<file path="config.mk">
export PLATFORM = sky130hd
export DESIGN_NAME = mailbox_sub_flat
export DESIGN_NICKNAME = d
export VERILOG_FILES = /design/src/mbox_pkg.sv /design/src/mbox_link_if.sv /design/src/mailbox_sub.sv /design/src/flat_wrapper.sv
export SDC_FILE = /design/constraint.sdc
export NUM_CORES = 1
export LEC_CHECK = 0
export ABC_AREA = 1
export BUFFER_PORTS_ARGS = -buffer_cell sky130_fd_sc_hd__buf_2
export CAP_MARGIN = 5
export CORE_ASPECT_RATIO = 0.5
export CORE_MARGIN = 8
export CORE_UTILIZATION = 50
export CTS_CLUSTER_DIAMETER = 50
export DETAILED_ROUTE_END_ITERATION = 6
export PLACE_DENSITY = 0.71
export SLEW_MARGIN = 25
export SYNTH_ARGS = -nofsm -noshare
export SYNTH_HDL_FRONTEND = slang
export SYNTH_SLANG_ARGS = --single-unit
</file>
<file path="constraint.sdc">
create_clock -name clk_i -period 2 [get_ports clk_i]
set_clock_uncertainty 0.1 [all_clocks]
set_input_delay 0.2 -clock clk_i [delete_from_list [all_inputs] [get_ports clk_i]]
set_output_delay 0.2 -clock clk_i [all_outputs]
set_load 0.03 [all_outputs]
</file>
<file path="src/mbox_pkg.sv">
// Shared constants and a helper function for the serial command mailbox
package mbox_pkg;
    localparam int DATA_W = 8;
    // Host I/O port map
    localparam logic [7:0] ADDR_CMD = 8'h01;
    localparam logic [7:0] ADDR_IRQ = 8'h04;
    localparam logic [7:0] ADDR_STATUS = 8'h05;
    localparam logic [7:0] ADDR_DATA = 8'h06;
    // Field positions
    localparam int CMD_POST_BIT = 1;
    localparam int CMD_POST_ALT_BIT = 0;
    localparam int STAT_OWNER_BIT = 0;
    localparam int STAT_OWNER_ALT_BIT = 2;
    localparam int IRQ_EN_BIT = 0;
    // Reset values
    localparam logic OWNER_RST = 1'b1;
    localparam logic [7:0] DATA_RST = 8'h00;
    localparam logic [7:0] RESP_IDLE = 8'h00;
    localparam bit MSB_FIRST_DEF = 1'b1;
    // Timing of the sub-processor end
    localparam int CLK_PERIOD_NS = 25;
    localparam int SCK_HALF_NS = 100;
    localparam int SCK_HALF_CYC = (SCK_HALF_NS + CLK_PERIOD_NS - 1) / CLK_PERIOD_NS;
    localparam int DIV_W = 4;
    localparam logic [DIV_W-1:0] DIV_LAST = DIV_W'(SCK_HALF_CYC - 1);
    localparam int FIFO_DEPTH = 16;

    // Position within a byte of serial bit number n
    function automatic logic [2:0] bit_index(input bit msb_first, input logic [2:0] n);
        bit_index = msb_first ? (3'd7 - n) : n;
    endfunction
endpackage

</file>
<file path="src/mbox_link_if.sv">
// Serial link between the mailbox and the sub-processor
`timescale 1ns/100ps
`default_nettype none
interface mbox_link_if;
    logic sck;
    logic frame;
    logic dev_sdo;
    logic sub_sdo;
    logic cmd_pending;
    logic done_tgl;
    logic sub_irq;

    modport dev (
        input sck,
        input frame,
        input sub_sdo,
        input done_tgl,
        input sub_irq,
        output dev_sdo,
        output cmd_pending
    );

    modport sub (
        output sck,
        output frame,
        output sub_sdo,
        output done_tgl,
        output sub_irq,
        input dev_sdo,
        input cmd_pending
    );
endinterface
`default_nettype wire

</file>
<file path="src/mailbox_sub.sv">
// Sub-processor end: makes the shift clock, swaps bytes, queues received commands
`timescale 1ns/100ps
`default_nettype none
module mbox_fifo #(
    parameter int WIDTH = 8,
    parameter int DEPTH = 16
) (
    input wire logic clk_i,
    input wire logic srst_i,
    input wire logic in_valid_i,
    input wire logic [WIDTH-1:0] in_data_i,
    output logic in_ready_o,
    output logic out_valid_o,
    output logic [WIDTH-1:0] out_data_o,
    input wire logic out_ready_i
);
    localparam int AW = $clog2(DEPTH);

    logic [WIDTH-1:0] mem [DEPTH];
    logic [AW:0] wr_ptr;
    logic [AW:0] rd_ptr;
    logic [AW:0] next_wr_ptr;
    logic [AW:0] next_rd_ptr;
    logic push;
    logic pop;

    assign push = in_valid_i && in_ready_o;
    assign pop = out_valid_o && out_ready_i;
    assign next_wr_ptr = push ? wr_ptr + 1'b1 : wr_ptr;
    assign next_rd_ptr = pop ? rd_ptr + 1'b1 : rd_ptr;

    // Flags and head word are registered so the outputs come from flops
    always_ff @(posedge clk_i) begin
        if (push) begin
            mem[wr_ptr[AW-1:0]] <= in_data_i;
        end
        if (srst_i) begin
            wr_ptr <= '0;
            rd_ptr <= '0;
            in_ready_o <= 1'b1;
            out_valid_o <= 1'b0;
            out_data_o <= '0;
        end else begin
            wr_ptr <= next_wr_ptr;
            rd_ptr <= next_rd_ptr;
            in_ready_o <= (next_wr_ptr[AW] == next_rd_ptr[AW]) ||
                (next_wr_ptr[AW-1:0] != next_rd_ptr[AW-1:0]);
            out_valid_o <= next_wr_ptr != next_rd_ptr;
            if (push && (next_rd_ptr == wr_ptr)) begin
                out_data_o <= in_data_i;
            end else begin
                out_data_o <= mem[next_rd_ptr[AW-1:0]];
            end
        end
    end
endmodule

module mailbox_sub
    import mbox_pkg::*;
#(
    parameter bit MSB_FIRST = MSB_FIRST_DEF
) (
    input wire logic clk_i,
    input wire logic srst_i,
    output logic cmd_valid_o,
    output logic [7:0] cmd_data_o,
    input wire logic cmd_ready_i,
    input wire logic res_valid_i,
    input wire logic [7:0] res_data_i,
    output logic res_ready_o,
    input wire logic irq_req_i,
    mbox_link_if.sub link
);
    typedef enum logic [2:0] {S_IDLE, S_START, S_LOW, S_HIGH, S_DONE, S_WAIT} sub_state_t;

    typedef struct packed {
        sub_state_t state;
        logic [DIV_W-1:0] div;
        logic [2:0] bitn;
        logic [7:0] tx;
        logic [7:0] rx;
        logic sck;
        logic frame;
        logic sdo;
        logic done_tgl;
        logic irq;
        logic pend_s1;
        logic pend_s2;
        logic din_s1;
        logic din_s2;
        logic res_rdy;
        logic push;
    } sub_t;

    sub_t st;
    sub_t next_st;
    logic fifo_in_ready;

    always_comb begin
        next_st = st;
        next_st.pend_s1 = link.cmd_pending;
        next_st.pend_s2 = st.pend_s1;
        next_st.din_s1 = link.dev_sdo;
        next_st.din_s2 = st.din_s1;
        next_st.irq = irq_req_i;
        next_st.push = 1'b0;
        next_st.res_rdy = 1'b0;
        next_st.div = st.div + 1'b1;
        unique case (st.state)
            S_IDLE: begin
                // No frame starts unless the queue can take its command
                if (st.pend_s2 && fifo_in_ready) begin
                    next_st.res_rdy = res_valid_i;
                    next_st.state = S_START;
                end
            end
            S_START: begin
                next_st.tx = st.res_rdy ? res_data_i : RESP_IDLE;
                next_st.frame = 1'b1;
                next_st.bitn = 3'd0;
                next_st.div = '0;
                next_st.state = S_LOW;
            end
            S_LOW: begin
                next_st.sck = 1'b0;
                next_st.sdo = st.tx[bit_index(MSB_FIRST, st.bitn)];
                if (st.div == DIV_LAST) begin
                    next_st.sck = 1'b1;
                    next_st.div = '0;
                    next_st.state = S_HIGH;
                end
            end
            S_HIGH: begin
                if (st.div == DIV_LAST) begin
                    next_st.sck = 1'b0;
                    next_st.div = '0;
                    next_st.rx[bit_index(MSB_FIRST, st.bitn)] = st.din_s2;
                    next_st.bitn = st.bitn + 3'd1;
                    next_st.state = (st.bitn == 3'd7) ? S_DONE : S_LOW;
                end
            end
            S_DONE: begin
                next_st.frame = 1'b0;
                next_st.push = 1'b1;
                next_st.done_tgl = ~st.done_tgl;
                next_st.state = S_WAIT;
            end
            S_WAIT: begin
                // Stale pending level must clear before another frame
                if (!st.pend_s2) begin
                    next_st.state = S_IDLE;
                end
            end
        endcase
    end

    always_ff @(posedge clk_i) begin
        if (srst_i) begin
            st <= '0;
            st.state <= S_IDLE;
        end else begin
            st <= next_st;
        end
    end

    mbox_fifo #(
        .WIDTH(DATA_W),
        .DEPTH(FIFO_DEPTH)
    ) u_cmd_fifo (
        .clk_i(clk_i),
        .srst_i(srst_i),
        .in_valid_i(st.push),
        .in_data_i(st.rx),
        .in_ready_o(fifo_in_ready),
        .out_valid_o(cmd_valid_o),
        .out_data_o(cmd_data_o),
        .out_ready_i(cmd_ready_i)
    );

    assign res_ready_o = st.res_rdy;
    assign link.sck = st.sck;
    assign link.frame = st.frame;
    assign link.sub_sdo = st.sdo;
    assign link.done_tgl = st.done_tgl;
    assign link.sub_irq = st.irq;
endmodule
`default_nettype wire

</file>
<file path="src/flat_wrapper.sv">
// flat-port wrapper written by rule: the top's interface ports become plain ports
module mailbox_sub_flat import mbox_pkg::*;
#(
    parameter bit MSB_FIRST = MSB_FIRST_DEF
)
  (clk_i, srst_i, cmd_valid_o, cmd_data_o, cmd_ready_i, res_valid_i, res_data_i, res_ready_o, irq_req_i, link_sck, link_frame, link_sub_sdo, link_done_tgl, link_sub_irq, link_dev_sdo, link_cmd_pending);
  mbox_link_if link_i ();
  input wire logic clk_i;
  input wire logic srst_i;
  output logic cmd_valid_o;
  output logic [7:0] cmd_data_o;
  input wire logic cmd_ready_i;
  input wire logic res_valid_i;
  input wire logic [7:0] res_data_i;
  output logic res_ready_o;
  input wire logic irq_req_i;
  output wire logic [$bits(link_i.sck)-1:0] link_sck;
  output wire logic [$bits(link_i.frame)-1:0] link_frame;
  output wire logic [$bits(link_i.sub_sdo)-1:0] link_sub_sdo;
  output wire logic [$bits(link_i.done_tgl)-1:0] link_done_tgl;
  output wire logic [$bits(link_i.sub_irq)-1:0] link_sub_irq;
  input wire logic [$bits(link_i.dev_sdo)-1:0] link_dev_sdo;
  input wire logic [$bits(link_i.cmd_pending)-1:0] link_cmd_pending;
  assign link_sck = link_i.sck;
  assign link_frame = link_i.frame;
  assign link_sub_sdo = link_i.sub_sdo;
  assign link_done_tgl = link_i.done_tgl;
  assign link_sub_irq = link_i.sub_irq;
  assign link_i.dev_sdo = link_dev_sdo;
  assign link_i.cmd_pending = link_cmd_pending;
  mailbox_sub #(.MSB_FIRST(MSB_FIRST)) u_core (.clk_i(clk_i), .srst_i(srst_i), .cmd_valid_o(cmd_valid_o), .cmd_data_o(cmd_data_o), .cmd_ready_i(cmd_ready_i), .res_valid_i(res_valid_i), .res_data_i(res_data_i), .res_ready_o(res_ready_o), .irq_req_i(irq_req_i), .link(link_i));
endmodule
</file>
==> summary.md <==
| Metric | Value |
|---|---|
| Die Height | 107 um |
| Syn nets | 882 |
| DR vias/cell | 5.51 |
| Starting density of the core | 50.7% |
| PortBufs | 29 |
| Final period util | 98.9% |
| CTS tree | built |
| RSZ-0062 raised after global routing | yes |
| Area Growth Syn to Fin | 18.8% |
| Metal2 WL | 10,400 um |
| Worst-Margin Slew | 0.746 ns |
| Final net count | 952 |
| Data arrival, critical path | 2.20 ns |
| H-tree levels | 4 |
| DR pass1 iterations | 5 |
| Flops & latches, synth | 185 |
| Pwr Total | 7.97 mW |
| Chip width | 198 um |
| Req. time, crit path | 2.22 ns |
| First-pass GRT wire length | 32,100 um |
| Min-delay worst type | input pin to register |
| CTS root buffer | clkbuf_16 |
| Uppermost layer routed | met4 |
| Post-Syn Area per Cell | 9.60 um^2 |
| Initial antenna violation count | 0 |
| Crit start category | register |
| R2R Setup Slk | 0.02 ns |
| Hold slack final | 0.0218 ns |
| Yosys cell types | 33 |
| Total number of vias | 6,438 |
| GRT overflow | 0 |
| Pwr/cell area | 813 nW/um^2 |
| Ys Warns | 0 |
| Crit path kind | register to register |
| Setup TNS | 0 ns |
| Register area share after synthesis | 60.5% |
| WL met3 | 1970 um |
| Final Max Tran Viols | 0 |
| Worst VDD drop | 0.678 mV |
| DR DRC count | 0 |
| WL final | 22,000 um |
| Final core utilization | 60.2% |
| Row cnt | 33 |
| Final Hold Vio Count | 0 |
| Clk buf depth | 2 |
| Static leakage | 4.11 nW |
| Cell Area, Synth | 8240 um^2 |
| Vias in the first global route | 6,014 |
| Dpl hpwl | 13,600 um |
| CP Capture Type | register |
| Tmin final | 1.98 ns |
| # setup viols final | 0 |
| Clock Pin Slew Worst Setup and Hold Paths | 0.07 ns |
| Largest net degree at the start of global routing | 66 |
| Max Freq | 506 MHz |
| DRC violation total after the first TritonRoute iteration | 695 |
| GRT Overall Usage | 19.6% |
| Critical Path Fanout Max | 14 |
| Max-cap violation count | 0 |
| Die area | 21,100 um^2 |
| # IOs | 30 |
| Metal1 wirelength | 9330 um |
| CTS buffer count | 17 |
| Placer Congestion | 0.893 |
| Share of layout cells above drive strength 1 | 15.7% |
| Relative slew slack | 50.2% |
| Final ANT Viol Nets | 0 |
| CTS sink cnt | 185 |
| Clk Latency, worst-skew pair | 0.44 ns |
| # diodes | 0 |
| Synth Instances | 859 |
| Mean routed wirelength per cell | 18.8 um |
| Core area | 16,300 um^2 |
| Status | complete, no violations |
-- sequential cells by signal, indices dropped and copies added (netlist names), 2 cells and up --
signal,count
u_core.u_cmd_fifo.wr_ptr,5
u_core.u_cmd_fifo.out_data_o,8
u_core.u_cmd_fifo.rd_ptr,5
u_core.next_st,2
u_core.st,29
u_core.u_cmd_fifo.mem,128
-- stage by stage --
step	instances	worst slack, ns	cell area, um^2
final	1169	0.0222	9800
after global routing	1169	-0.0743	9800
after CTS	1162	0.0124	9620
after detailed placement	1119	-0.0185	8910
after global placement	1119	0.0346	8910
after floorplan	859	0.188	8240
-- area by class of cell --
class                   count  area [um^2]
clock buffers              20          500
clock inverters            12         95.1
repair buffers             89          767
flip-flops and latches    185         4990
multi-input cells         507         2670
fillers                  1319         6470
inverters                 129          484
well taps                 227          284
-- critical path: stages (launching register included) --
cell	delay [ns]
dfxtp_2	0.35
ha_1	0.31
nand3_2	0.10
nand2_4	0.08
buf_12	0.16
buf_4	0.16
nand3_1	0.09
nand3_1	0.09
nand3_2	0.08
nand2_1	0.08
nor2_2	0.18
nor2_1	0.07
-- timing repair --
item                                    in CTS  in global routing
pin swaps                                    0                  8
gates cloned                                 0                  3
buffers inserted                             0                  4
resized for setup                            3                 22
endpoints found under the setup margin       2                 11
hold buffers                                11                  0
hold endpoints to repair                    11                  0
-- path summary, 6_finish.rpt --
path / depth (start not counted) / endpoint / from
max: 11 / u_core.u_cmd_fifo.out_data_o[1] / u_core.u_cmd_fifo.rd_ptr[0]
min: 3 / u_core.st[23] / res_data_i[4]
max reg2reg: 11 / u_core.u_cmd_fifo.out_data_o[1] / u_core.u_cmd_fifo.rd_ptr[0]
min reg2reg: 2 / u_core.st[2] / u_core.next_st[2]
-- cells in the mapped netlist --
cell | count | share of area, %
buf_1 | 6 | 0.27
inv_1 | 126 | 5.7
dfxtp_1 | 57 | 14
nor3_2 | 1 | 0.12
nand2_4 | 1 | 0.14
nand3_2 | 2 | 0.24
a31oi_1 | 1 | 0.076
nor2_4 | 2 | 0.27
a21oi_1 | 27 | 1.6
o21ai_0 | 17 | 1.0
nand3_1 | 145 | 8.8
o21ai_1 | 1 | 0.061
xor2_1 | 7 | 0.74
and2_1 | 1 | 0.076
clkbuf_1 | 11 | 0.50
ha_1 | 8 | 1.2
nor2_2 | 2 | 0.15
a2111oi_0 | 1 | 0.11
nand3b_1 | 56 | 5.1
xnor2_1 | 2 | 0.21
nor2_1 | 63 | 2.9
nand4_1 | 9 | 0.68
o211ai_1 | 1 | 0.091
a211oi_1 | 4 | 0.36
nor3_1 | 5 | 0.30
buf_4 | 1 | 0.091
edfxtp_1 | 128 | 47
o211a_1 | 1 | 0.12
o31ai_1 | 2 | 0.18
nand2_1 | 140 | 6.4
buf_2 | 20 | 1.2
inv_2 | 3 | 0.14
nand2_2 | 8 | 0.61
-- where the power goes --
| part | total [mW] | switching (mW) | internal [mW] |
|---|---|---|---|
| registers | 4.18 | 0.0552 | 4.12 |
| logic | 0.408 | 0.265 | 0.143 |
| clock network | 3.38 | 1.53 | 1.85 |
| total | 7.97 | 1.85 | 6.11 |
-- logic make-up (layout without fill, tap and decap cells) --
logic type | count (synthesis) | count (layout) | share of synthesized area (%)
and+or+nand+nor | 435 | 435 | 25.7
DFF | 185 | 185 | 60.5
buffers and inverters | 167 | 250 | 7.95
AOI/OAI and AO/OA | 55 | 55 | 3.67
xor gates and xnor gates | 9 | 9 | 0.956
adders and majority gates | 8 | 8 | 1.21
-- per-layer routing --
| layer | vias to the layer above | track usage [%] |
|---|---|---|
| met2 | 312 | 32.1 |
| met1 | 3082 | 26.1 |
| li1 | 3018 | - |
| met3 | 26 | 4.00 |
| met5 | - | 0 |
| met4 | 0 | 6.62 |
-- cells in the final DEF (no fill, tap or decap), types with 8 or more instances in the layout --
cell | Yosys | final
a21oi_1 | 27 | 27
nor2_1 | 63 | 58
edfxtp_1 | 128 | 128
dlygate4sd3_1 | 0 | 11
nand3b_1 | 56 | 56
nand3_1 | 145 | 140
ha_1 | 8 | 8
dfxtp_1 | 57 | 54
buf_2 | 20 | 29
nand4_1 | 9 | 9
nand2_2 | 8 | 12
buf_4 | 1 | 38
nand2_1 | 140 | 134
clkbuf_16 | 0 | 23
o21ai_0 | 17 | 16
inv_1 | 126 | 126
Note: power is estimated with default switching activity, not from simulation.
